==> config.mk <==
export PLATFORM = sky130hd
export DESIGN_NAME = artc_timer
export DESIGN_NICKNAME = d
export VERILOG_FILES = /design/src/artc_pkg.sv /design/src/artc_clk_src.sv /design/src/artc_timer.sv
export SDC_FILE = /design/constraint.sdc
export NUM_CORES = 1
export LEC_CHECK = 0
export BUFFER_PORTS_ARGS = -buffer_cell sky130_fd_sc_hd__buf_2
export CAP_MARGIN = 20
export CELL_PAD_IN_SITES_DETAIL_PLACEMENT = 0
export CELL_PAD_IN_SITES_GLOBAL_PLACEMENT = 2
export CORE_MARGIN = 1
export CORE_UTILIZATION = 29
export CTS_CLUSTER_DIAMETER = 40
export CTS_CLUSTER_SIZE = 20
export DETAILED_ROUTE_END_ITERATION = 7
export GPL_TIMING_DRIVEN = 1
export PLACE_DENSITY = 0.78
export SLEW_MARGIN = 15
export SYNTH_ARGS = -nofsm -noshare
export SYNTH_HDL_FRONTEND = slang
export SYNTH_SLANG_ARGS = --single-unit
export TNS_END_PERCENT = 50
==> constraint.sdc <==
create_clock -name hclk -period 2.8 [get_ports hclk]
set_input_delay 0.56 -clock hclk [delete_from_list [all_inputs] [get_ports hclk]]
set_output_delay 0.56 -clock hclk [all_outputs]
set_load 0.01 [all_outputs]
==> src/artc_pkg.sv <==
// Shared constants, register map and field types for the auto-reload timer control block
package artc_pkg;
    localparam int unsigned ARTC_SYS_HZ = 25_000_000;
    localparam logic [7:0] ARTC_OFF_RELOAD = 8'h00;
    localparam logic [7:0] ARTC_OFF_COUNT = 8'h04;
    localparam logic [7:0] ARTC_OFF_CLKSEL = 8'h08;
    localparam logic [7:0] ARTC_OFF_IRQ_STATUS = 8'h0C;
    localparam logic [7:0] ARTC_OFF_IRQ_MASK = 8'h10;
    localparam logic [7:0] ARTC_OFF_CTRL = 8'hC8;
    localparam int ARTC_BIT_HFLAG = 7;
    localparam int ARTC_BIT_LFLAG = 6;
    localparam int ARTC_BIT_LIEN = 5;
    localparam int ARTC_BIT_SPLIT = 3;
    localparam int ARTC_BIT_RUN = 2;
    localparam int ARTC_BIT_XCLK = 0;
    localparam int ARTC_IRQ_HIGH = 0;
    localparam int ARTC_IRQ_LOW = 1;
    localparam int ARTC_CLKSEL_LOW = 0;
    localparam int ARTC_CLKSEL_HIGH = 1;
    localparam logic [7:0] ARTC_CTRL_RESET = 8'h00;
    localparam logic [15:0] ARTC_RELOAD_RESET = 16'h0000;
    localparam logic [7:0] ARTC_BYTE_MAX = 8'hFF;
    localparam logic [15:0] ARTC_WORD_MAX = 16'hFFFF;
    localparam logic [3:0] ARTC_SYS_DIV = 4'hC;
    localparam logic [2:0] ARTC_EXT_DIV_LAST = 3'h7;
    localparam logic [1:0] ARTC_HTRANS_NONSEQ = 2'h2;
    localparam logic ARTC_HRESP_OKAY = 1'b0;

    typedef struct packed {
        logic high_byte_overflow_flag;
        logic low_byte_overflow_flag;
        logic low_byte_irq_enable;
        logic split_mode_select;
        logic run_control;
        logic ext_clock_select;
    } artc_ctrl_t;

    function automatic logic [7:0] artc_ctrl_pack(input artc_ctrl_t c);
        logic [7:0] v;
        v = 8'h00;
        v[ARTC_BIT_HFLAG] = c.high_byte_overflow_flag;
        v[ARTC_BIT_LFLAG] = c.low_byte_overflow_flag;
        v[ARTC_BIT_LIEN] = c.low_byte_irq_enable;
        v[ARTC_BIT_SPLIT] = c.split_mode_select;
        v[ARTC_BIT_RUN] = c.run_control;
        v[ARTC_BIT_XCLK] = c.ext_clock_select;
        return v;
    endfunction : artc_ctrl_pack
endpackage : artc_pkg

==> src/artc_clk_src.sv <==
// Timer clock-source prescaler: system clock / 12 or synchronised external clock / 8
module artc_clk_src
    import artc_pkg::*;
(
    input wire logic hclk,
    input wire logic hresetn,
    input wire logic ext_clock_select,
    input wire logic ext_clk_pin,
    output logic ext_tick
);
    logic [2:0] sync_q;
    logic [3:0] sys_div_q;
    logic [2:0] ext_div_q;
    logic sys_tick;
    logic ext_edge;
    logic ext_level_q;

    always_ff @(posedge hclk or negedge hresetn) begin
        if (!hresetn) begin
            sync_q <= 3'h0;
        end else begin
            sync_q <= {sync_q[1:0], ext_clk_pin};
        end
    end

    // Level follows the pin only once stages two and three agree, so a level seen
    // by one stage alone never counts as an edge
    always_ff @(posedge hclk or negedge hresetn) begin
        if (!hresetn) begin
            ext_level_q <= 1'b0;
        end else if (sync_q[1] == sync_q[2]) begin
            ext_level_q <= sync_q[2];
        end
    end
    assign ext_edge = sync_q[1] & sync_q[2] & ~ext_level_q;

    always_ff @(posedge hclk or negedge hresetn) begin
        if (!hresetn) begin
            sys_div_q <= 4'h0;
        end else if (sys_div_q == ARTC_SYS_DIV - 4'h1) begin
            sys_div_q <= 4'h0;
        end else begin
            sys_div_q <= sys_div_q + 4'h1;
        end
    end
    assign sys_tick = (sys_div_q == ARTC_SYS_DIV - 4'h1);

    always_ff @(posedge hclk or negedge hresetn) begin
        if (!hresetn) begin
            ext_div_q <= 3'h0;
        end else if (ext_edge) begin
            ext_div_q <= ext_div_q + 3'h1;
        end
    end

    // one source choice shared by both bytes
    assign ext_tick = ext_clock_select ? (ext_edge && ext_div_q == ARTC_EXT_DIV_LAST) : sys_tick;

    AST_SYS_DIV12: assert property (@(posedge hclk) disable iff (!hresetn)
        (!ext_clock_select && sys_tick) |-> ##12 sys_tick)
        else $error("system clock divide by twelve broken");
    AST_EXT_DIV8: assert property (@(posedge hclk) disable iff (!hresetn)
        (ext_clock_select && ext_tick) |=> (ext_div_q == 3'h0))
        else $error("external clock divide by eight broken");
endmodule : artc_clk_src

==> src/artc_timer.sv <==
// Auto-reload timer control block with AHB-Lite register access and interrupt
module artc_timer
    import artc_pkg::*;
(
    input wire logic hclk,
    input wire logic hresetn,
    input wire logic hsel,
    input wire logic [31:0] haddr,
    input wire logic [1:0] htrans,
    input wire logic hwrite,
    input wire logic [2:0] hsize,
    input wire logic [31:0] hwdata,
    input wire logic hready,
    output logic hreadyout,
    output logic hresp,
    output logic [31:0] hrdata,
    input wire logic ext_clk_pin,
    output logic irq
);
    artc_ctrl_t ctrl_q;
    artc_ctrl_t ctrl_d;
    logic [7:0] count_low_byte_q;
    logic [7:0] count_high_byte_q;
    logic [7:0] reload_low_q;
    logic [7:0] reload_high_q;
    logic low_byte_clock_select_q;
    logic high_byte_clock_select_q;
    logic [1:0] irq_status_q;
    logic [1:0] irq_mask_q;
    logic wr_pend_q;
    logic rd_pend_q;
    logic [7:0] addr_q;
    logic ext_tick;
    logic tick_low;
    logic tick_high;
    logic inc_low;
    logic inc_high;
    logic ovf_low;
    logic ovf_high;
    logic wr_ctrl;
    logic wr_reload;
    logic wr_count;
    logic wr_clksel;
    logic wr_status;
    logic wr_mask;
    logic [15:0] count_word;

    function automatic logic wr_hit(input logic pend, input logic [7:0] a, input logic [7:0] off);
        return pend && (a == off);
    endfunction : wr_hit

    artc_clk_src u_clk_src (
        .hclk(hclk),
        .hresetn(hresetn),
        .ext_clock_select(ctrl_q.ext_clock_select),
        .ext_clk_pin(ext_clk_pin),
        .ext_tick(ext_tick)
    );

    // Bus slave: zero wait states, always OKAY
    assign hreadyout = 1'b1;
    assign hresp = ARTC_HRESP_OKAY;

    always_ff @(posedge hclk or negedge hresetn) begin
        if (!hresetn) begin
            wr_pend_q <= 1'b0;
            rd_pend_q <= 1'b0;
            addr_q <= 8'h00;
        end else if (hready) begin
            wr_pend_q <= hsel && htrans == ARTC_HTRANS_NONSEQ && hwrite && (haddr[31:8] == 24'h0);
            rd_pend_q <= hsel && htrans == ARTC_HTRANS_NONSEQ && !hwrite && (haddr[31:8] == 24'h0);
            addr_q <= {haddr[7:2], 2'b00};
        end
    end

    assign wr_ctrl = wr_hit(wr_pend_q, addr_q, ARTC_OFF_CTRL);
    assign wr_reload = wr_hit(wr_pend_q, addr_q, ARTC_OFF_RELOAD);
    assign wr_count = wr_hit(wr_pend_q, addr_q, ARTC_OFF_COUNT);
    assign wr_clksel = wr_hit(wr_pend_q, addr_q, ARTC_OFF_CLKSEL);
    assign wr_status = wr_hit(wr_pend_q, addr_q, ARTC_OFF_IRQ_STATUS);
    assign wr_mask = wr_hit(wr_pend_q, addr_q, ARTC_OFF_IRQ_MASK);
    assign count_word = {count_high_byte_q, count_low_byte_q};

    // Read mux sits on flops only; unmapped words read zero
    always_comb begin
        hrdata = 32'h0000_0000;
        if (rd_pend_q) begin
            case (addr_q)
                ARTC_OFF_RELOAD: hrdata = {16'h0000, reload_high_q, reload_low_q};
                ARTC_OFF_COUNT: hrdata = {16'h0000, count_word};
                ARTC_OFF_CLKSEL: hrdata = {30'h0, high_byte_clock_select_q, low_byte_clock_select_q};
                ARTC_OFF_IRQ_STATUS: hrdata = {30'h0, irq_status_q};
                ARTC_OFF_IRQ_MASK: hrdata = {30'h0, irq_mask_q};
                ARTC_OFF_CTRL: hrdata = {24'h000000, artc_ctrl_pack(ctrl_q)};
                default: hrdata = 32'h0000_0000;
            endcase
        end
    end

    // per-byte choice between undivided system clock and the prescaled tick
    assign tick_low = low_byte_clock_select_q ? 1'b1 : ext_tick;
    assign tick_high = high_byte_clock_select_q ? 1'b1 : ext_tick;

    assign inc_low = ctrl_q.split_mode_select ? tick_low : (ctrl_q.run_control & tick_low);
    assign inc_high = ctrl_q.split_mode_select ? (ctrl_q.run_control & tick_high) : inc_low;
    assign ovf_low = inc_low && count_low_byte_q == ARTC_BYTE_MAX;
    assign ovf_high = ctrl_q.split_mode_select ? (inc_high && count_high_byte_q == ARTC_BYTE_MAX)
                                               : (inc_low && count_word == ARTC_WORD_MAX);

    always_ff @(posedge hclk or negedge hresetn) begin
        if (!hresetn) begin
            count_low_byte_q <= 8'h00;
            count_high_byte_q <= 8'h00;
        end else if (wr_count) begin
            count_low_byte_q <= hwdata[7:0];
            count_high_byte_q <= hwdata[15:8];
        end else if (ctrl_q.split_mode_select) begin
            if (inc_low) begin
                count_low_byte_q <= ovf_low ? reload_low_q : count_low_byte_q + 8'h01;
            end
            if (inc_high) begin
                count_high_byte_q <= ovf_high ? reload_high_q : count_high_byte_q + 8'h01;
            end
        end else if (inc_low) begin
            if (ovf_high) begin
                count_low_byte_q <= reload_low_q;
                count_high_byte_q <= reload_high_q;
            end else begin
                count_low_byte_q <= count_low_byte_q + 8'h01;
                count_high_byte_q <= count_high_byte_q + {7'h00, ovf_low};
            end
        end
    end

    always_ff @(posedge hclk or negedge hresetn) begin
        if (!hresetn) begin
            reload_low_q <= ARTC_RELOAD_RESET[7:0];
            reload_high_q <= ARTC_RELOAD_RESET[15:8];
        end else if (wr_reload) begin
            reload_low_q <= hwdata[7:0];
            reload_high_q <= hwdata[15:8];
        end
    end

    always_ff @(posedge hclk or negedge hresetn) begin
        if (!hresetn) begin
            low_byte_clock_select_q <= 1'b0;
            high_byte_clock_select_q <= 1'b0;
        end else if (wr_clksel) begin
            low_byte_clock_select_q <= hwdata[ARTC_CLKSEL_LOW];
            high_byte_clock_select_q <= hwdata[ARTC_CLKSEL_HIGH];
        end
    end

    // Flags: software writes 0 to clear; a hardware set in the same cycle wins
    always_comb begin
        ctrl_d = ctrl_q;
        if (wr_ctrl) begin
            ctrl_d.high_byte_overflow_flag = hwdata[ARTC_BIT_HFLAG];
            ctrl_d.low_byte_overflow_flag = hwdata[ARTC_BIT_LFLAG];
            ctrl_d.low_byte_irq_enable = hwdata[ARTC_BIT_LIEN];
            ctrl_d.split_mode_select = hwdata[ARTC_BIT_SPLIT];
            ctrl_d.run_control = hwdata[ARTC_BIT_RUN];
            ctrl_d.ext_clock_select = hwdata[ARTC_BIT_XCLK];
        end
        if (ovf_high) begin
            ctrl_d.high_byte_overflow_flag = 1'b1;
        end
        if (ovf_low) begin
            ctrl_d.low_byte_overflow_flag = 1'b1;
        end
    end

    always_ff @(posedge hclk or negedge hresetn) begin
        if (!hresetn) begin
            ctrl_q <= artc_ctrl_t'(ARTC_CTRL_RESET[5:0]);
        end else begin
            ctrl_q <= ctrl_d;
        end
    end

    // Sticky event bits, write one to clear, set wins over clear
    always_ff @(posedge hclk or negedge hresetn) begin
        if (!hresetn) begin
            irq_status_q <= 2'h0;
        end else begin
            irq_status_q <= (irq_status_q & ~(wr_status ? hwdata[1:0] : 2'h0)) | {ovf_low, ovf_high};
        end
    end

    always_ff @(posedge hclk or negedge hresetn) begin
        if (!hresetn) begin
            irq_mask_q <= 2'h0;
        end else if (wr_mask) begin
            irq_mask_q <= hwdata[1:0];
        end
    end

    // mask acts as timer interrupt enable; low also needs its enable
    assign irq = (irq_status_q[ARTC_IRQ_HIGH] & irq_mask_q[ARTC_IRQ_HIGH])
               | (irq_status_q[ARTC_IRQ_LOW] & irq_mask_q[ARTC_IRQ_LOW] & ctrl_q.low_byte_irq_enable);

    AST_HFLAG_SPLIT: assert property (@(posedge hclk) disable iff (!hresetn)
        (ctrl_q.split_mode_select && inc_high && count_high_byte_q == 8'hFF && !wr_count)
        |=> (ctrl_q.high_byte_overflow_flag && count_high_byte_q == $past(reload_high_q)))
        else $error("high byte rollover missed flag or reload");

    AST_WRAP_16: assert property (@(posedge hclk) disable iff (!hresetn)
        (!ctrl_q.split_mode_select && inc_low && count_word == 16'hFFFF && !wr_count)
        |=> (ctrl_q.high_byte_overflow_flag && irq_status_q[0]))
        else $error("16-bit rollover missed high flag");

    AST_RELOAD_16: assert property (@(posedge hclk) disable iff (!hresetn)
        (!ctrl_q.split_mode_select && ovf_high && !wr_count)
        |=> (count_word == {$past(reload_high_q), $past(reload_low_q)}))
        else $error("16-bit reload wrong");

    AST_IRQ_HIGH: assert property (@(posedge hclk) disable iff (!hresetn)
        (irq_status_q[0] && irq_mask_q[0]) |-> irq)
        else $error("enabled high overflow gave no interrupt");

    AST_HFLAG_STICKY: assert property (@(posedge hclk) disable iff (!hresetn)
        (ctrl_q.high_byte_overflow_flag && !wr_ctrl) |=> ctrl_q.high_byte_overflow_flag)
        else $error("high flag cleared without software");

    AST_LFLAG_SET: assert property (@(posedge hclk) disable iff (!hresetn)
        (inc_low && count_low_byte_q == 8'hFF) |=> (ctrl_q.low_byte_overflow_flag && irq_status_q[1]))
        else $error("low rollover missed flag");

    AST_LOW_GATE: assert property (@(posedge hclk) disable iff (!hresetn)
        (irq && !(irq_status_q[0] && irq_mask_q[0])) |-> (ctrl_q.low_byte_irq_enable && irq_mask_q[1]))
        else $error("low interrupt without enables");

    AST_SPLIT_LOW_FREE: assert property (@(posedge hclk) disable iff (!hresetn)
        (ctrl_q.split_mode_select && !ctrl_q.run_control && tick_low && count_low_byte_q != 8'hFF
         && !wr_count) |=> (count_low_byte_q == $past(count_low_byte_q) + 8'h01))
        else $error("split low byte did not count while stopped");

    AST_STOP_HIGH: assert property (@(posedge hclk) disable iff (!hresetn)
        (!ctrl_q.run_control && !wr_count) |=> $stable(count_high_byte_q))
        else $error("high byte moved while stopped");

    AST_UNUSED_ZERO: assert property (@(posedge hclk) disable iff (!hresetn)
        (rd_pend_q && addr_q == ARTC_OFF_CTRL) |-> (hrdata[4] == 1'b0 && hrdata[1] == 1'b0))
        else $error("unused control bits read nonzero");

    AST_RELOAD_SPLIT_LOW: assert property (@(posedge hclk) disable iff (!hresetn)
        (ctrl_q.split_mode_select && inc_low && count_low_byte_q == 8'hFF && !wr_count)
        |=> (count_low_byte_q == $past(reload_low_q)))
        else $error("split low byte reload wrong");

    AST_CARRY_16: assert property (@(posedge hclk) disable iff (!hresetn)
        (!ctrl_q.split_mode_select && inc_low && count_low_byte_q == 8'hFF
         && count_word != 16'hFFFF && !wr_count)
        |=> (count_low_byte_q == 8'h00
             && count_high_byte_q == $past(count_high_byte_q) + 8'h01))
        else $error("16-bit low byte rollover did not carry");

    AST_RUN_16: assert property (@(posedge hclk) disable iff (!hresetn)
        (!ctrl_q.split_mode_select && ctrl_q.run_control && tick_low && count_word != 16'hFFFF
         && !wr_count) |=> (count_word == $past(count_word) + 16'h0001))
        else $error("16-bit count did not advance while running");

    AST_HIGH_SPLIT_RUN: assert property (@(posedge hclk) disable iff (!hresetn)
        (ctrl_q.split_mode_select && ctrl_q.run_control && tick_high
         && count_high_byte_q != 8'hFF && !wr_count)
        |=> (count_high_byte_q == $past(count_high_byte_q) + 8'h01))
        else $error("split high byte did not count while running");

    AST_LFLAG_STICKY: assert property (@(posedge hclk) disable iff (!hresetn)
        (ctrl_q.low_byte_overflow_flag && !wr_ctrl) |=> ctrl_q.low_byte_overflow_flag)
        else $error("low flag cleared without software");

    AST_LOW_IRQ: assert property (@(posedge hclk) disable iff (!hresetn)
        (irq_status_q[ARTC_IRQ_LOW] && irq_mask_q[ARTC_IRQ_LOW]
         && ctrl_q.low_byte_irq_enable) |-> irq)
        else $error("enabled low overflow gave no interrupt");

    AST_STATUS_CLEAR: assert property (@(posedge hclk) disable iff (!hresetn)
        (wr_status && hwdata[ARTC_IRQ_HIGH] && !ovf_high) |=> !irq_status_q[ARTC_IRQ_HIGH])
        else $error("high status bit not cleared by write one");

    AST_HSTAT_STICKY: assert property (@(posedge hclk) disable iff (!hresetn)
        (irq_status_q[ARTC_IRQ_HIGH] && !wr_status) |=> irq_status_q[ARTC_IRQ_HIGH])
        else $error("high status bit dropped without software");

    AST_LSTAT_STICKY: assert property (@(posedge hclk) disable iff (!hresetn)
        (irq_status_q[ARTC_IRQ_LOW] && !wr_status) |=> irq_status_q[ARTC_IRQ_LOW])
        else $error("low status bit dropped without software");
endmodule : artc_timer

==> flow_summary_export.csv <==
group,metric,value,unit
final_layout,fill_cells,1296,
global_route,grt_use_met1,20.8,%
floorplan,initial_core_util,29.7,%
detailed_routing,first_pass_iters,7,
clocking,clk_pin_slew,50,ps
worst_setup_path,cp_max_fo,10,
detailed_routing,viasPerCell,5.04,
sta,tightest_slew,769,ps
yosys,yosysTopAreaCell,"dfrtp_1",
global_route,grt-busiest-layer,"met2",
final_layout,fin_nets,533,
worst_setup_path,cp-startpoint,"addr_q[3]$_DFFE_PN0P_",
flow_run,max_cap_violations,0,
global_route,grtUsageMet2,26.2,%
detailed_routing,drt_iter0_drc,200,
global_route,first_global_vias,2985,
worst_setup_path,cp.arrival,2120,ps
global_route,overflow,0,
clocking,cts.htree.levels,3,
yosys,synth_area_leaders,"dfrtp_1 42%, mux2_2 8.4%, mux2_4 4.0%",
global_route,grt_use_met3,3.66,%
placement,dp_hpwl,7150,µm
sta,setup-tns-final,0,ps
worst_setup_path,worstSetupEndpointType,"output pin",
worst_setup_path,r2r_start,"u_clk_src.ext_div_q[1]$_DFFE_PN0P_",
min_path,hp-class,"input port to async pin",
yosys,async_reset_ff_share,100,%
pwr,ir_drop,0.000321,V
yosys,syn_area,0.00373,mm²
yosys,ys_ff_latch,63,
pwr,powerDensity,613,mW/mm²
clocking,postCtsHoldBufs,0,
yosys,synth_edf_count,0,
placement,placed_cells,607,
yosys,synth_flop_cell,"dfrtp_1",
yosys,synth.distinct_cells,56,
floorplan,fp-row-count,41,
run_status,status,"complete, no violations",
final_layout,syn_to_final_growth,23.5,%
final_layout,ff_latch_area,0.00158,mm²
sta,maxSlewViolCount,0,
worst_setup_path,r2r_slack,130,ps
final_layout,antenna-diode-count,0,
clocking,clk_latency,330,ps
sta,setup_viol,0,
placement,gp_congestion,0.843,
global_route,grt_max_degree,42,
yosys,ys_warn_count,0,
sta,max_freq,0.372,GHz
worst_setup_path,critPathKind,"register to output pin",
final_layout,fin_util,36.7,%
clocking,clockRootBuffer,"clkbuf_16",
sta,fin_skew,7.68,ps
detailed_routing,via_count,3150,
worst_setup_path,rr_worst_depth,13,
sta,post-route-min-period,2680,ps
final_layout,multi_input_comb_area,0.00201,mm²
detailed_routing,wl,10000,µm
sta,rsz0062_at_grt,"true",
detailed_routing,drc_errors,0,
global_route,grt_pass1_wl,15900,µm
placement,port_buffers,70,
clocking,cts_tree,"yes",
detailed_routing,routedWlPerCell,16.0,µm
sta,final_hold_viol_count,0,
final_layout,drive_gt1_share,35.1,%
clocking,clock_path_buffers,2,
floorplan,num_io_pins,110,
pwr,p_leak,2.04,nW
clocking,cts-buffers-inserted,9,
floorplan,dieHeight,115,µm
floorplan,die_area,0.0133,mm²
clocking,clock-sinks,63,
floorplan,die_w,115,µm
sta,min_period_over_period,95.9,%
detailed_routing,drtAntennaViolNets,0,
global_route,track_usage,15.9,%
sta,slew_headroom,48.5,%
yosys,avgSynthCellArea,10.1,µm²
floorplan,core_region_area,0.0126,mm²
yosys,yosysTopAreaCellShare,42.2,%
final_layout,instances_no_fill,625,
worst_setup_path,critPathRequiredTime,2240,ps
global_route,antenna_found_initial,0,
yosys,synthCells,368,
yosys,yosysSeqAreaShare,42.2,%
worst_setup_path,startpoint_type,"register",
cells by family after synthesis:
family | after synthesis | share of synthesized area (%)
fa+ha+maj | 8 | 2.68
buf+inv | 40 | 6.84
xor+xnor | 10 | 2.35
mux | 42 | 13.5
other cells | 2 | 0.201
flops | 63 | 42.2
simple gates | 107 | 15.2
compound gates | 96 | 17.0
where the power goes:
part	total, mW	internal, mW	leakage (nW)	switching [mW]
Sequential	1.26	1.06	0.760	0.193
Combinational	0.561	0.304	1.15	0.257
Clock	1.01	0.635	0.132	0.372
Total	2.82	2.00	2.04	0.822
metrics by stage:
stage               total power [mW]  setup slack, ps  hold slack [ps]  cell area [µm²]
floorplan                       1.61             98.0              264             3790
global placement                1.78              111              336             4270
detailed placement              1.80             98.1              344             4270
CTS                             2.82             16.6              241             4540
global route                    3.00            -36.5              277             4610
finish                          2.82              115              239             4610
layout make-up:
type                       count  area share, %
clock buffer                  13           5.64
clock inverter                 1          0.109
sequential                    63           34.2
tap                          172           4.67
multi-input combinational    281           43.6
timing repair buffer          90           11.4
inverter                       5          0.407
cells in the mapped netlist (2+ instances only):
cell type  count
a211o_1        2
a21o_1         3
a21oi_1       21
a222oi_1       6
a22oi_1       18
a31oi_1        3
a32o_1         2
and3_1         4
buf_2          3
buf_4         18
buf_6          4
clkbuf_1       7
clkbuf_2       3
conb_1         2
dfrtp_1       63
ha_1           8
inv_1          5
mux2_2        28
mux2_4        10
mux2i_1        4
nand2_1       23
nand3_1        7
nand3b_1       4
nand4_1        6
nor2_1        33
nor2b_1        2
nor3_1         8
nor4_1         5
o211ai_1       3
o21ai_0       23
o21ai_1        3
o22ai_1        2
o31a_1         2
or3_1          3
xnor2_1        5
xor2_1         5
what timing repair did:
item                                    in CTS  in global routing
pin swaps                                    0                  4
endpoints found under the setup margin      11                 15
setup buffers                                0                  4
gates resized for setup                      1                 12
metal layers:
| layer | wire length (µm) | part of all wire (%) |
|---|---|---|
| met5 | 0 | 0 |
| met4 | 81 | 0.81 |
| met3 | 498 | 5.0 |
| met2 | 4850 | 48 |
| met1 | 4580 | 46 |
sequential cells by signal, summed over array words and instances, names as in the netlist:
name and cells:
addr_q 6, count_high_byte_q 8, count_low_byte_q 8, ctrl_q 6, high_byte_clock_select_q 1, irq_mask_q 2
irq_status_q 2, low_byte_clock_select_q 1, rd_pend_q 1, reload_high_q 8, reload_low_q 8, u_clk_src.ext_div_q 3
u_clk_src.ext_level_q 1, u_clk_src.sync_q 3, u_clk_src.sys_div_q 4, wr_pend_q 1
cell usage in the layout (no fill, tap or decap), types with 6 or more instances in the layout:
cell type,n
a222oi_1,6
o21ai_0,23
dfrtp_1,62
conb_1,18
nor3_1,8
mux2_2,28
mux2_4,10
nor2_1,31
buf_2,70
clkbuf_16,9
nand2_1,23
a21oi_1,21
nand4_1,6
a22oi_1,18
buf_4,18
nand3_1,7
critical path: stages, from the launching register on:
cell and delay (ps):
dfrtp_1 370, or3_4 420, a21oi_1 130, nor2_1 60, or3_4 400, buf_12 170, nor2_1 100, buf_2 130
worst paths after layout:
| kind | to |
|---|---|
| max in group asynchronous | addr_q[6]$_DFFE_PN0P_ |
| min in group hclk | u_clk_src.sync_q[0]$_DFF_PN0_ |
| min reg2reg | u_clk_src.sync_q[1]$_DFF_PN0_ |
| max | hrdata[15] |
| max reg2reg | count_high_byte_q[6]$_DFFE_PN0P_ |
| min | count_high_byte_q[4]$_DFFE_PN0P_ |
(Power assumes the default switching activity.)
